[src/rtl/fpet_cfg.svh]
// Purpose: Timing counts of the flash program and erase timer
// Assumes: Counts are in timing clock periods
// Notes: Counts are fixed and not configurable
`ifndef FPET_CFG_SVH
`define FPET_CFG_SVH
`define FPET_CNT_W 14
`define FPET_T_WORD 14'h001e
`define FPET_T_BLK_FIRST 14'h0019
`define FPET_T_BLK_NEXT 14'h0012
`define FPET_T_BLK_END 14'h0006
`define FPET_T_MASS 14'h2961
`define FPET_T_SEG 14'h12d3
`define FPET_BLK_LAST 6'h3f
`endif

[src/rtl/fpet_pkg.sv]
// Purpose: Types of the flash program and erase timer
// Assumes: Configuration header included for widths
// Notes: Operation codes and state record
`include "fpet_cfg.svh"
package fpet_pkg;
	typedef enum logic [2:0] {FPET_OP_WORD, FPET_OP_BLOCK, FPET_OP_SEG, FPET_OP_MASS, FPET_OP_NONE} fpet_op_t;
	typedef enum logic [1:0] {FPET_IDLE, FPET_RUN, FPET_WAIT, FPET_END} fpet_state_t;
	typedef struct packed {
		fpet_op_t op;
		logic start;
		logic next_word;
		logic last_word;
	} fpet_req_t;
	typedef struct packed {
		logic [2:0] tick_sync;
		fpet_state_t st;
		fpet_op_t op;
		logic [`FPET_CNT_W-1:0] cnt;
		logic [5:0] pos;
		logic last;
		logic busy;
		logic done;
		logic word_done;
	} fpet_state_rec_t;
endpackage

[src/rtl/fpet_timer.sv]
// Purpose: Times program and erase operations in timing clock periods
// Assumes: i_tg_clk is the timing clock from outside, sampled on i_clk
// Notes: Software must keep the timing clock in band and limit totals
// Functional notes
// - A single word or byte program lasts 30 timing clock periods.
// - The first word of a block program lasts 25 timing clock periods.
// - Each further block word at positions one to sixty-three lasts 18 periods.
// - A finished block program runs a 6 period end sequence before completion.
// - Mass erase lasts 10593 periods and segment erase 4819, both fixed.
`timescale 1ns/1ns
`include "fpet_cfg.svh"
module fpet_timer
	import fpet_pkg::*;
(
	input wire logic i_clk,
	input wire logic i_rst_n,
	input wire logic i_ce,
	input wire logic i_tg_clk,
	input wire fpet_req_t i_req,
	output logic o_busy,
	output logic o_word_done,
	output logic o_done
);
	fpet_state_rec_t s_q;
	fpet_state_rec_t s_d;
	// Reset release stages, kept apart since they run on the raw reset
	logic [1:0] rst_sync_q;
	logic rst_n;
	logic tick;

	// Start count of one operation kind
	function automatic logic [`FPET_CNT_W-1:0] load_cnt(input fpet_op_t op);
		case (op)
			FPET_OP_WORD: load_cnt = `FPET_T_WORD;
			FPET_OP_BLOCK: load_cnt = `FPET_T_BLK_FIRST;
			FPET_OP_SEG: load_cnt = `FPET_T_SEG;
			FPET_OP_MASS: load_cnt = `FPET_T_MASS;
			default: load_cnt = `FPET_T_WORD;
		endcase
	endfunction

	// Reset release through two flip-flops
	always_ff @(posedge i_clk or negedge i_rst_n) begin
		if (!i_rst_n) begin
			rst_sync_q <= 2'h0;
		end else begin
			rst_sync_q <= {rst_sync_q[0], 1'b1};
		end
	end
	assign rst_n = rst_sync_q[1];
	// Rising timing clock edge, read after two sync stages
	assign tick = s_q.tick_sync[1] & ~s_q.tick_sync[2];

	// Next state of the sequencer
	always_comb begin
		s_d = s_q;
		s_d.done = 1'b0;
		s_d.word_done = 1'b0;
		if (i_ce) begin
			s_d.tick_sync = {s_q.tick_sync[1:0], i_tg_clk};
			case (s_q.st)
				FPET_IDLE: begin
					if (i_req.start && i_req.op != FPET_OP_NONE) begin
						s_d.st = FPET_RUN;
						s_d.op = i_req.op;
						s_d.cnt = load_cnt(i_req.op);
						s_d.pos = 6'h0;
						s_d.last = i_req.last_word;
						s_d.busy = 1'b1;
					end
				end
				FPET_RUN: begin
					if (tick) begin
						if (s_q.cnt == `FPET_CNT_W'(1)) begin
							if (s_q.op != FPET_OP_BLOCK) begin
								s_d.st = FPET_IDLE;
								s_d.busy = 1'b0;
								s_d.done = 1'b1;
							end else begin
								s_d.word_done = 1'b1;
								if (s_q.last || s_q.pos == `FPET_BLK_LAST) begin
									s_d.st = FPET_END;
									s_d.cnt = `FPET_T_BLK_END;
								end else begin
									s_d.st = FPET_WAIT;
								end
							end
						end else begin
							s_d.cnt = s_q.cnt - `FPET_CNT_W'(1);
						end
					end
				end
				FPET_WAIT: begin
					// Block waits for software to supply the next word
					if (i_req.next_word) begin
						s_d.st = FPET_RUN;
						s_d.pos = s_q.pos + 6'h1;
						s_d.cnt = `FPET_T_BLK_NEXT;
						s_d.last = i_req.last_word;
					end
				end
				FPET_END: begin
					if (tick) begin
						if (s_q.cnt == `FPET_CNT_W'(1)) begin
							s_d.st = FPET_IDLE;
							s_d.busy = 1'b0;
							s_d.done = 1'b1;
						end else begin
							s_d.cnt = s_q.cnt - `FPET_CNT_W'(1);
						end
					end
				end
				default: begin
					s_d.st = FPET_IDLE;
				end
			endcase
		end else begin
			s_d.done = s_q.done;
			s_d.word_done = s_q.word_done;
		end
	end

	// State register, frozen while enable is low
	always_ff @(posedge i_clk or negedge rst_n) begin
		if (!rst_n) begin
			s_q.tick_sync <= 3'h0;
			s_q.st <= FPET_IDLE;
			s_q.op <= FPET_OP_NONE;
			s_q.cnt <= `FPET_CNT_W'(0);
			s_q.pos <= 6'h0;
			s_q.last <= 1'b0;
			s_q.busy <= 1'b0;
			s_q.done <= 1'b0;
			s_q.word_done <= 1'b0;
		end else begin
			s_q.tick_sync <= s_d.tick_sync;
			s_q.st <= s_d.st;
			s_q.op <= s_d.op;
			s_q.cnt <= s_d.cnt;
			s_q.pos <= s_d.pos;
			s_q.last <= s_d.last;
			s_q.busy <= s_d.busy;
			s_q.done <= s_d.done;
			s_q.word_done <= s_d.word_done;
		end
	end

	assign o_busy = s_q.busy;
	assign o_done = s_q.done;
	assign o_word_done = s_q.word_done;

	// Busy must hold whenever the sequencer is not idle
	busy_tracks_state_a: assert property (@(posedge i_clk) disable iff (!rst_n)
		(s_q.st != FPET_IDLE) == s_q.busy)
		else $error("busy does not match sequencer state");
	// Word program loads a count of 30
	word_count_load_a: assert property (@(posedge i_clk) disable iff (!rst_n)
		(s_q.st == FPET_IDLE && i_ce && i_req.start && i_req.op == FPET_OP_WORD) |=> s_q.cnt == `FPET_T_WORD)
		else $error("word count not 30");
	// Block first word loads 25
	block_first_load_a: assert property (@(posedge i_clk) disable iff (!rst_n)
		(s_q.st == FPET_IDLE && i_ce && i_req.start && i_req.op == FPET_OP_BLOCK) |=> s_q.cnt == `FPET_T_BLK_FIRST)
		else $error("block first count not 25");
	// Further block words load 18
	block_next_load_a: assert property (@(posedge i_clk) disable iff (!rst_n)
		(s_q.st == FPET_WAIT && i_ce && i_req.next_word) |=> (s_q.cnt == `FPET_T_BLK_NEXT && s_q.st == FPET_RUN))
		else $error("block next count not 18");
	// End sequence starts at 6
	end_seq_load_a: assert property (@(posedge i_clk) disable iff (!rst_n)
		(s_q.st != FPET_END) ##1 (s_q.st == FPET_END) |-> s_q.cnt == `FPET_T_BLK_END)
		else $error("end sequence count not 6");
	// Mass erase count is fixed
	erase_count_load_a: assert property (@(posedge i_clk) disable iff (!rst_n)
		(s_q.st == FPET_IDLE && i_ce && i_req.start && i_req.op == FPET_OP_MASS) |=> s_q.cnt == `FPET_T_MASS)
		else $error("mass erase count not 10593");
	// Completion only ends a busy period
	done_after_busy_a: assert property (@(posedge i_clk) disable iff (!rst_n)
		$rose(s_q.done) |-> !s_q.busy && $past(s_q.busy))
		else $error("done without busy end");
	// A start from idle raises busy on the next cycle
	start_busy_a: assert property (@(posedge i_clk) disable iff (!rst_n)
		(s_q.st == FPET_IDLE && i_ce && i_req.start && i_req.op != FPET_OP_NONE) |=> s_q.busy)
		else $error("busy not raised after start");
	// Segment erase loads its fixed count
	seg_count_load_a: assert property (@(posedge i_clk) disable iff (!rst_n)
		(s_q.st == FPET_IDLE && i_ce && i_req.start && i_req.op == FPET_OP_SEG) |=> s_q.cnt == `FPET_T_SEG)
		else $error("segment erase count not 4819");
	// Each counted tick takes one period off the count
	count_step_a: assert property (@(posedge i_clk) disable iff (!rst_n)
		(s_q.st inside {FPET_RUN, FPET_END} && i_ce && tick && s_q.cnt != `FPET_CNT_W'(1))
		|=> s_q.cnt == $past(s_q.cnt) - `FPET_CNT_W'(1))
		else $error("count did not step on tick");
	// Without a tick the count holds
	count_hold_a: assert property (@(posedge i_clk) disable iff (!rst_n)
		(s_q.st inside {FPET_RUN, FPET_END} && i_ce && !tick) |=> $stable(s_q.cnt))
		else $error("count moved without tick");
	// Enable low freezes the whole state record
	ce_freeze_a: assert property (@(posedge i_clk) disable iff (!rst_n)
		!i_ce |=> $stable(s_q))
		else $error("state moved while enable low");
	// A word that runs out at the top position goes to the end sequence
	block_top_end_a: assert property (@(posedge i_clk) disable iff (!rst_n)
		(s_q.st == FPET_RUN && s_q.op == FPET_OP_BLOCK && i_ce && tick && s_q.cnt == `FPET_CNT_W'(1)
		&& s_q.pos == `FPET_BLK_LAST) |=> s_q.st == FPET_END)
		else $error("top block position did not end the block");
	// A word that is not the last waits for the next one with busy high
	block_wait_a: assert property (@(posedge i_clk) disable iff (!rst_n)
		(s_q.st == FPET_RUN && s_q.op == FPET_OP_BLOCK && i_ce && tick && s_q.cnt == `FPET_CNT_W'(1)
		&& !s_q.last && s_q.pos != `FPET_BLK_LAST) |=> (s_q.st == FPET_WAIT && s_q.busy && s_q.word_done))
		else $error("block word did not wait for next word");
	// The end sequence finishes with completion and busy low
	end_seq_done_a: assert property (@(posedge i_clk) disable iff (!rst_n)
		(s_q.st == FPET_END && i_ce && tick && s_q.cnt == `FPET_CNT_W'(1))
		|=> (s_q.done && !s_q.busy && s_q.st == FPET_IDLE))
		else $error("end sequence did not complete");
	// Word program and erases finish straight from the count
	op_finish_a: assert property (@(posedge i_clk) disable iff (!rst_n)
		(s_q.st == FPET_RUN && s_q.op != FPET_OP_BLOCK && i_ce && tick && s_q.cnt == `FPET_CNT_W'(1))
		|=> (s_q.done && !s_q.busy))
		else $error("operation did not complete at count end");
	// Word completion only comes from block programming
	word_done_block_a: assert property (@(posedge i_clk) disable iff (!rst_n)
		s_q.word_done |-> s_q.op == FPET_OP_BLOCK)
		else $error("word completion outside block");
	// Completion stands for one enabled cycle
	done_pulse_a: assert property (@(posedge i_clk) disable iff (!rst_n)
		(s_q.done && i_ce) |=> !s_q.done)
		else $error("completion longer than one cycle");
	// Word completion stands for one enabled cycle
	word_done_pulse_a: assert property (@(posedge i_clk) disable iff (!rst_n)
		(s_q.word_done && i_ce) |=> !s_q.word_done)
		else $error("word completion longer than one cycle");
	// A start while busy leaves the running operation alone
	start_refused_a: assert property (@(posedge i_clk) disable iff (!rst_n)
		(s_q.st != FPET_IDLE && i_ce && i_req.start) |=> s_q.op == $past(s_q.op))
		else $error("start taken while busy");
endmodule

[config.mk]
export PLATFORM = sky130hd
export DESIGN_NAME = fpet_timer
export DESIGN_NICKNAME = d
export VERILOG_FILES = /design/src/rtl/fpet_pkg.sv /design/src/rtl/fpet_timer.sv
export VERILOG_INCLUDE_DIRS = /design/src /design/src/rtl
export SDC_FILE = /design/constraint.sdc
export NUM_CORES = 1
export LEC_CHECK = 0
export ABC_CLOCK_PERIOD_IN_PS = 2150
export BUFFER_PORTS_ARGS = -buffer_cell sky130_fd_sc_hd__buf_4
export CAP_MARGIN = 20
export CORE_AREA = 8 8 70 72
export DETAILED_ROUTE_END_ITERATION = 8
export DIE_AREA = 0 0 78 80
export PLACE_DENSITY = 0.71
export SYNTH_ARGS = -nofsm -noshare
export SYNTH_HDL_FRONTEND = slang
export SYNTH_SLANG_ARGS = --single-unit
[constraint.sdc]
create_clock -name i_clk -period 2.15 [get_ports i_clk]
set_input_delay 0.43 -clock i_clk [delete_from_list [all_inputs] [get_ports i_clk]]
set_output_delay 0.43 -clock i_clk [all_outputs]
set_load 0.05 [all_outputs]
==> impl_metrics.env <==
export IMPL_setup_ws_ps=148
export IMPL_place_congestion=0.930
export IMPL_antenna_found_initial=0
export IMPL_period_minus_slack_ps=2000
export IMPL_core_rowCount=23
export IMPL_cts_sinks=34
export IMPL_crit_fanout=5
export IMPL_first_global_vias=1716
export IMPL_cts_root_buf="clkbuf_8"
export IMPL_cp_data_required_time_ps=2320
export IMPL_layoutNonFillerInstCount=290
export IMPL_synthArstFlopShare_pct=100
export IMPL_numPlacedInstances=281
export IMPL_hp_class="flip-flop to async pin"
export IMPL_netlist_instances=209
export IMPL_synthesis_nets=222
export IMPL_yosysSeqAreaShare_pct=43.0
export IMPL_start_kind="flip-flop"
export IMPL_track_usage_pct=15.4
export IMPL_drive_above_1_share_pct=27.1
export IMPL_worst_path_buf_inv=1
export IMPL_wl_per_cell_microns=15.5
export IMPL_avgViaCountPerCell=5.77
export IMPL_crit_path_end_kind="flip-flop"
export IMPL_fillCellCount=347
export IMPL_drt_iter0_markers=109
export IMPL_hold_viol=0
export IMPL_yosysMostFrequentCell="dfrtp_1"
export IMPL_synth_top_area_cell="dfrtp_1"
export IMPL_rsz0062_at_grt="false"
export IMPL_synth_top_area_share_pct=41.6
export IMPL_grt_overflow=0
export IMPL_setup_violations=0
export IMPL_cts_buffers=5
export IMPL_io_pins=13
export IMPL_antenna_cells=0
export IMPL_io_buffers=12
export IMPL_p_total_mw=1.83
export IMPL_fin_hold_ws_ps=262
export IMPL_grt_pass1_wl_microns=7780
export IMPL_synth_warning_count=0
export IMPL_vias=1672
export IMPL_cellPowerDensity_mw_per_mm2=770
export IMPL_dp_hpwl_microns=3420
export IMPL_grt_max_degree=19
export IMPL_die_area_sq_mm=0.00624
export IMPL_die_h_microns=80
export IMPL_syn_cell_area_sq_mm=0.00198
export IMPL_synthFlopType="dfrtp_1"
export IMPL_cts_tree="yes"
export IMPL_clk_latency_ps=280
export IMPL_slew_headroom_pct=56.9
export IMPL_cpPeakStageDelay_ps=400
export IMPL_cp_arrival_ps=2180
export IMPL_crit_chain="inv_1 > ha_1 > nor4b_2 > nand4_2 > a211oi_4 > nor2_2 > mux2_4"
export IMPL_finalWirelength_microns=4490
export IMPL_setup_worst_path_class="flip-flop to flip-flop"
export IMPL_postSynthAreaPerCell_sq_um=9.49
export IMPL_postCtsSetupBuffers=0
export IMPL_slew_violations=0
export IMPL_synth_edf_count=0
export IMPL_crit_family="simple AND/OR/NAND/NOR gates"
export IMPL_synth_seq_cells=34
export IMPL_synth_area_top_cells="dfrtp_1, mux2_2, inv_1, nor2_1, nand2_1"
export IMPL_fmax_mhz=500
export IMPL_ant_nets=0
export IMPL_clk_pin_slew_ps=70
export IMPL_start_util_pct=51.4
export IMPL_r2r_cells=7
export IMPL_place_ws_ps=-74.9
export IMPL_synth_distinct_cells=58
export IMPL_nets=252
export IMPL_slowest_stage="dfrtp_1"
export IMPL_htreeDepth=2
export IMPL_worst_path_stages=7
export IMPL_status="finished, final reports clean"
export IMPL_power_static_leakage_nw=1.06
export IMPL_clk_path_buf_depth=2
export IMPL_drv_cap=0
export IMPL_period_share_pct=93.1
export IMPL_irDropWorstVdd_v=0.000516
export IMPL_finClkSkew_ps=6.42
export IMPL_syn_to_final_growth_pct=20.1
export IMPL_ys_top_cells_by_count="dfrtp_1, inv_1, nor2_1"
export IMPL_drc=0
export IMPL_worstMarginPinSlew_ps=646
export IMPL_die_w_microns=78
export IMPL_drt_pass1_iterations=4
export IMPL_fin_util_pct=61.8
export IMPL_fp_coreArea_sq_mm=0.00386
worst register-to-register path: stages (launching register included):
cell and delay (ps):
dfrtp_1 400, inv_1 100, ha_1 160, nor4b_2 270, nand4_2 240, a211oi_4 300
nor2_2 110, mux2_4 310
cell type report:
type | count | area, sq um | share of cell area [%]
clock buffer | 5 | 68.8 | 2.89
inverter | 17 | 63.8 | 2.68
sequential | 34 | 853 | 35.8
tap | 50 | 62.6 | 2.63
timing repair buffer | 30 | 240 | 10.1
clock inverter | 3 | 40.0 | 1.68
multi-input combinational | 151 | 1050 | 44.2
sequential cells by signal (all words and copies together) (netlist names):
register     count
o_busy           1
o_done           1
o_word_done      1
rst_sync_q       2
s_q             29
cell usage in the layout (no fill, tap or decap), drive strengths merged, types with 4 or more instances in the layout:
cell type / synthesis / final
o21ai: 10 / 10
nor2: 17 / 17
nand3: 6 / 6
a21oi: 10 / 10
nand4: 4 / 4
and3: 4 / 4
buf: 3 / 29
a211oi: 6 / 6
clkbuf: 4 / 5
o22ai: 8 / 8
nand2: 15 / 15
xor2: 4 / 4
and2: 5 / 5
nor2b: 4 / 4
dfrtp: 33 / 33
nor4b: 4 / 4
inv: 17 / 17
mux2: 7 / 7
layer usage:
| layer | vias up | part of all wire (%) | global-route usage, % |
|---|---|---|---|
| li1 | 819 | - | - |
| met1 | 814 | 46 | 18.5 |
| met2 | 31 | 50 | 26.3 |
| met3 | 8 | 3.3 | 3.72 |
| met4 | 0 | 1.5 | 5.37 |
| met5 | - | 0 | 0 |
report_power, final:
part / switching [mW] / total, mW / internal (mW)
Combinational: 0.225 / 0.427 / 0.202
Sequential: 0.107 / 0.834 / 0.726
Clock: 0.232 / 0.573 / 0.341
Total: 0.565 / 1.83 / 1.27
metrics by stage:
| stage | instance area [sq um] | setup TNS [ps] |
|---|---|---|
| 6_report | 2380 | 0 |
| 5_1_grt | 2380 | 0 |
| 4_1_cts | 2370 | 0 |
| 3_5_place_dp | 2240 | -765 |
| 3_3_place_gp | 2240 | 0 |
| 2_1_floorplan | 1980 | 0 |
path summary, 6_finish.rpt:
| check | endpoint | slack, ps | from |
|---|---|---|---|
| worst max-delay path | s_q[11] | 150 | s_q[11] |
| worst min-delay path | s_q[11] | 260 | rst_sync_q[1] |
| worst max register to register | s_q[11] | 150 | s_q[11] |
| worst min register to register | s_q[11] | 260 | rst_sync_q[1] |
| max in group asynchronous | s_q[26] | 1280 | rst_sync_q[1] |
| min in group i_clk | rst_sync_q[1] | 360 | rst_sync_q[0] |
logic make-up (layout without fill, tap and decap cells):
family                     count (synthesis)  after routing  share of synthesized area [%]
adders and majority gates                  3              3                           1.89
xor gates and xnor gates                   4              4                           1.77
and+or+nand+nor                           80             80                           23.5
muxes                                      9              9                           5.17
other                                      1              1                          0.189
AOI/OAI and AO/OA                         54             54                           19.5
buffers and inverters                     24             55                           5.05
DFF                                       34             34                           43.0
repair_timing:
item                       in CTS  in global routing
resized for setup               2                  4
hold endpoints to repair        2                  0
setup endpoints to repair      13                 11
hold buffers                    1                  0
No activity file was read; power rests on OpenSTA's default activity.
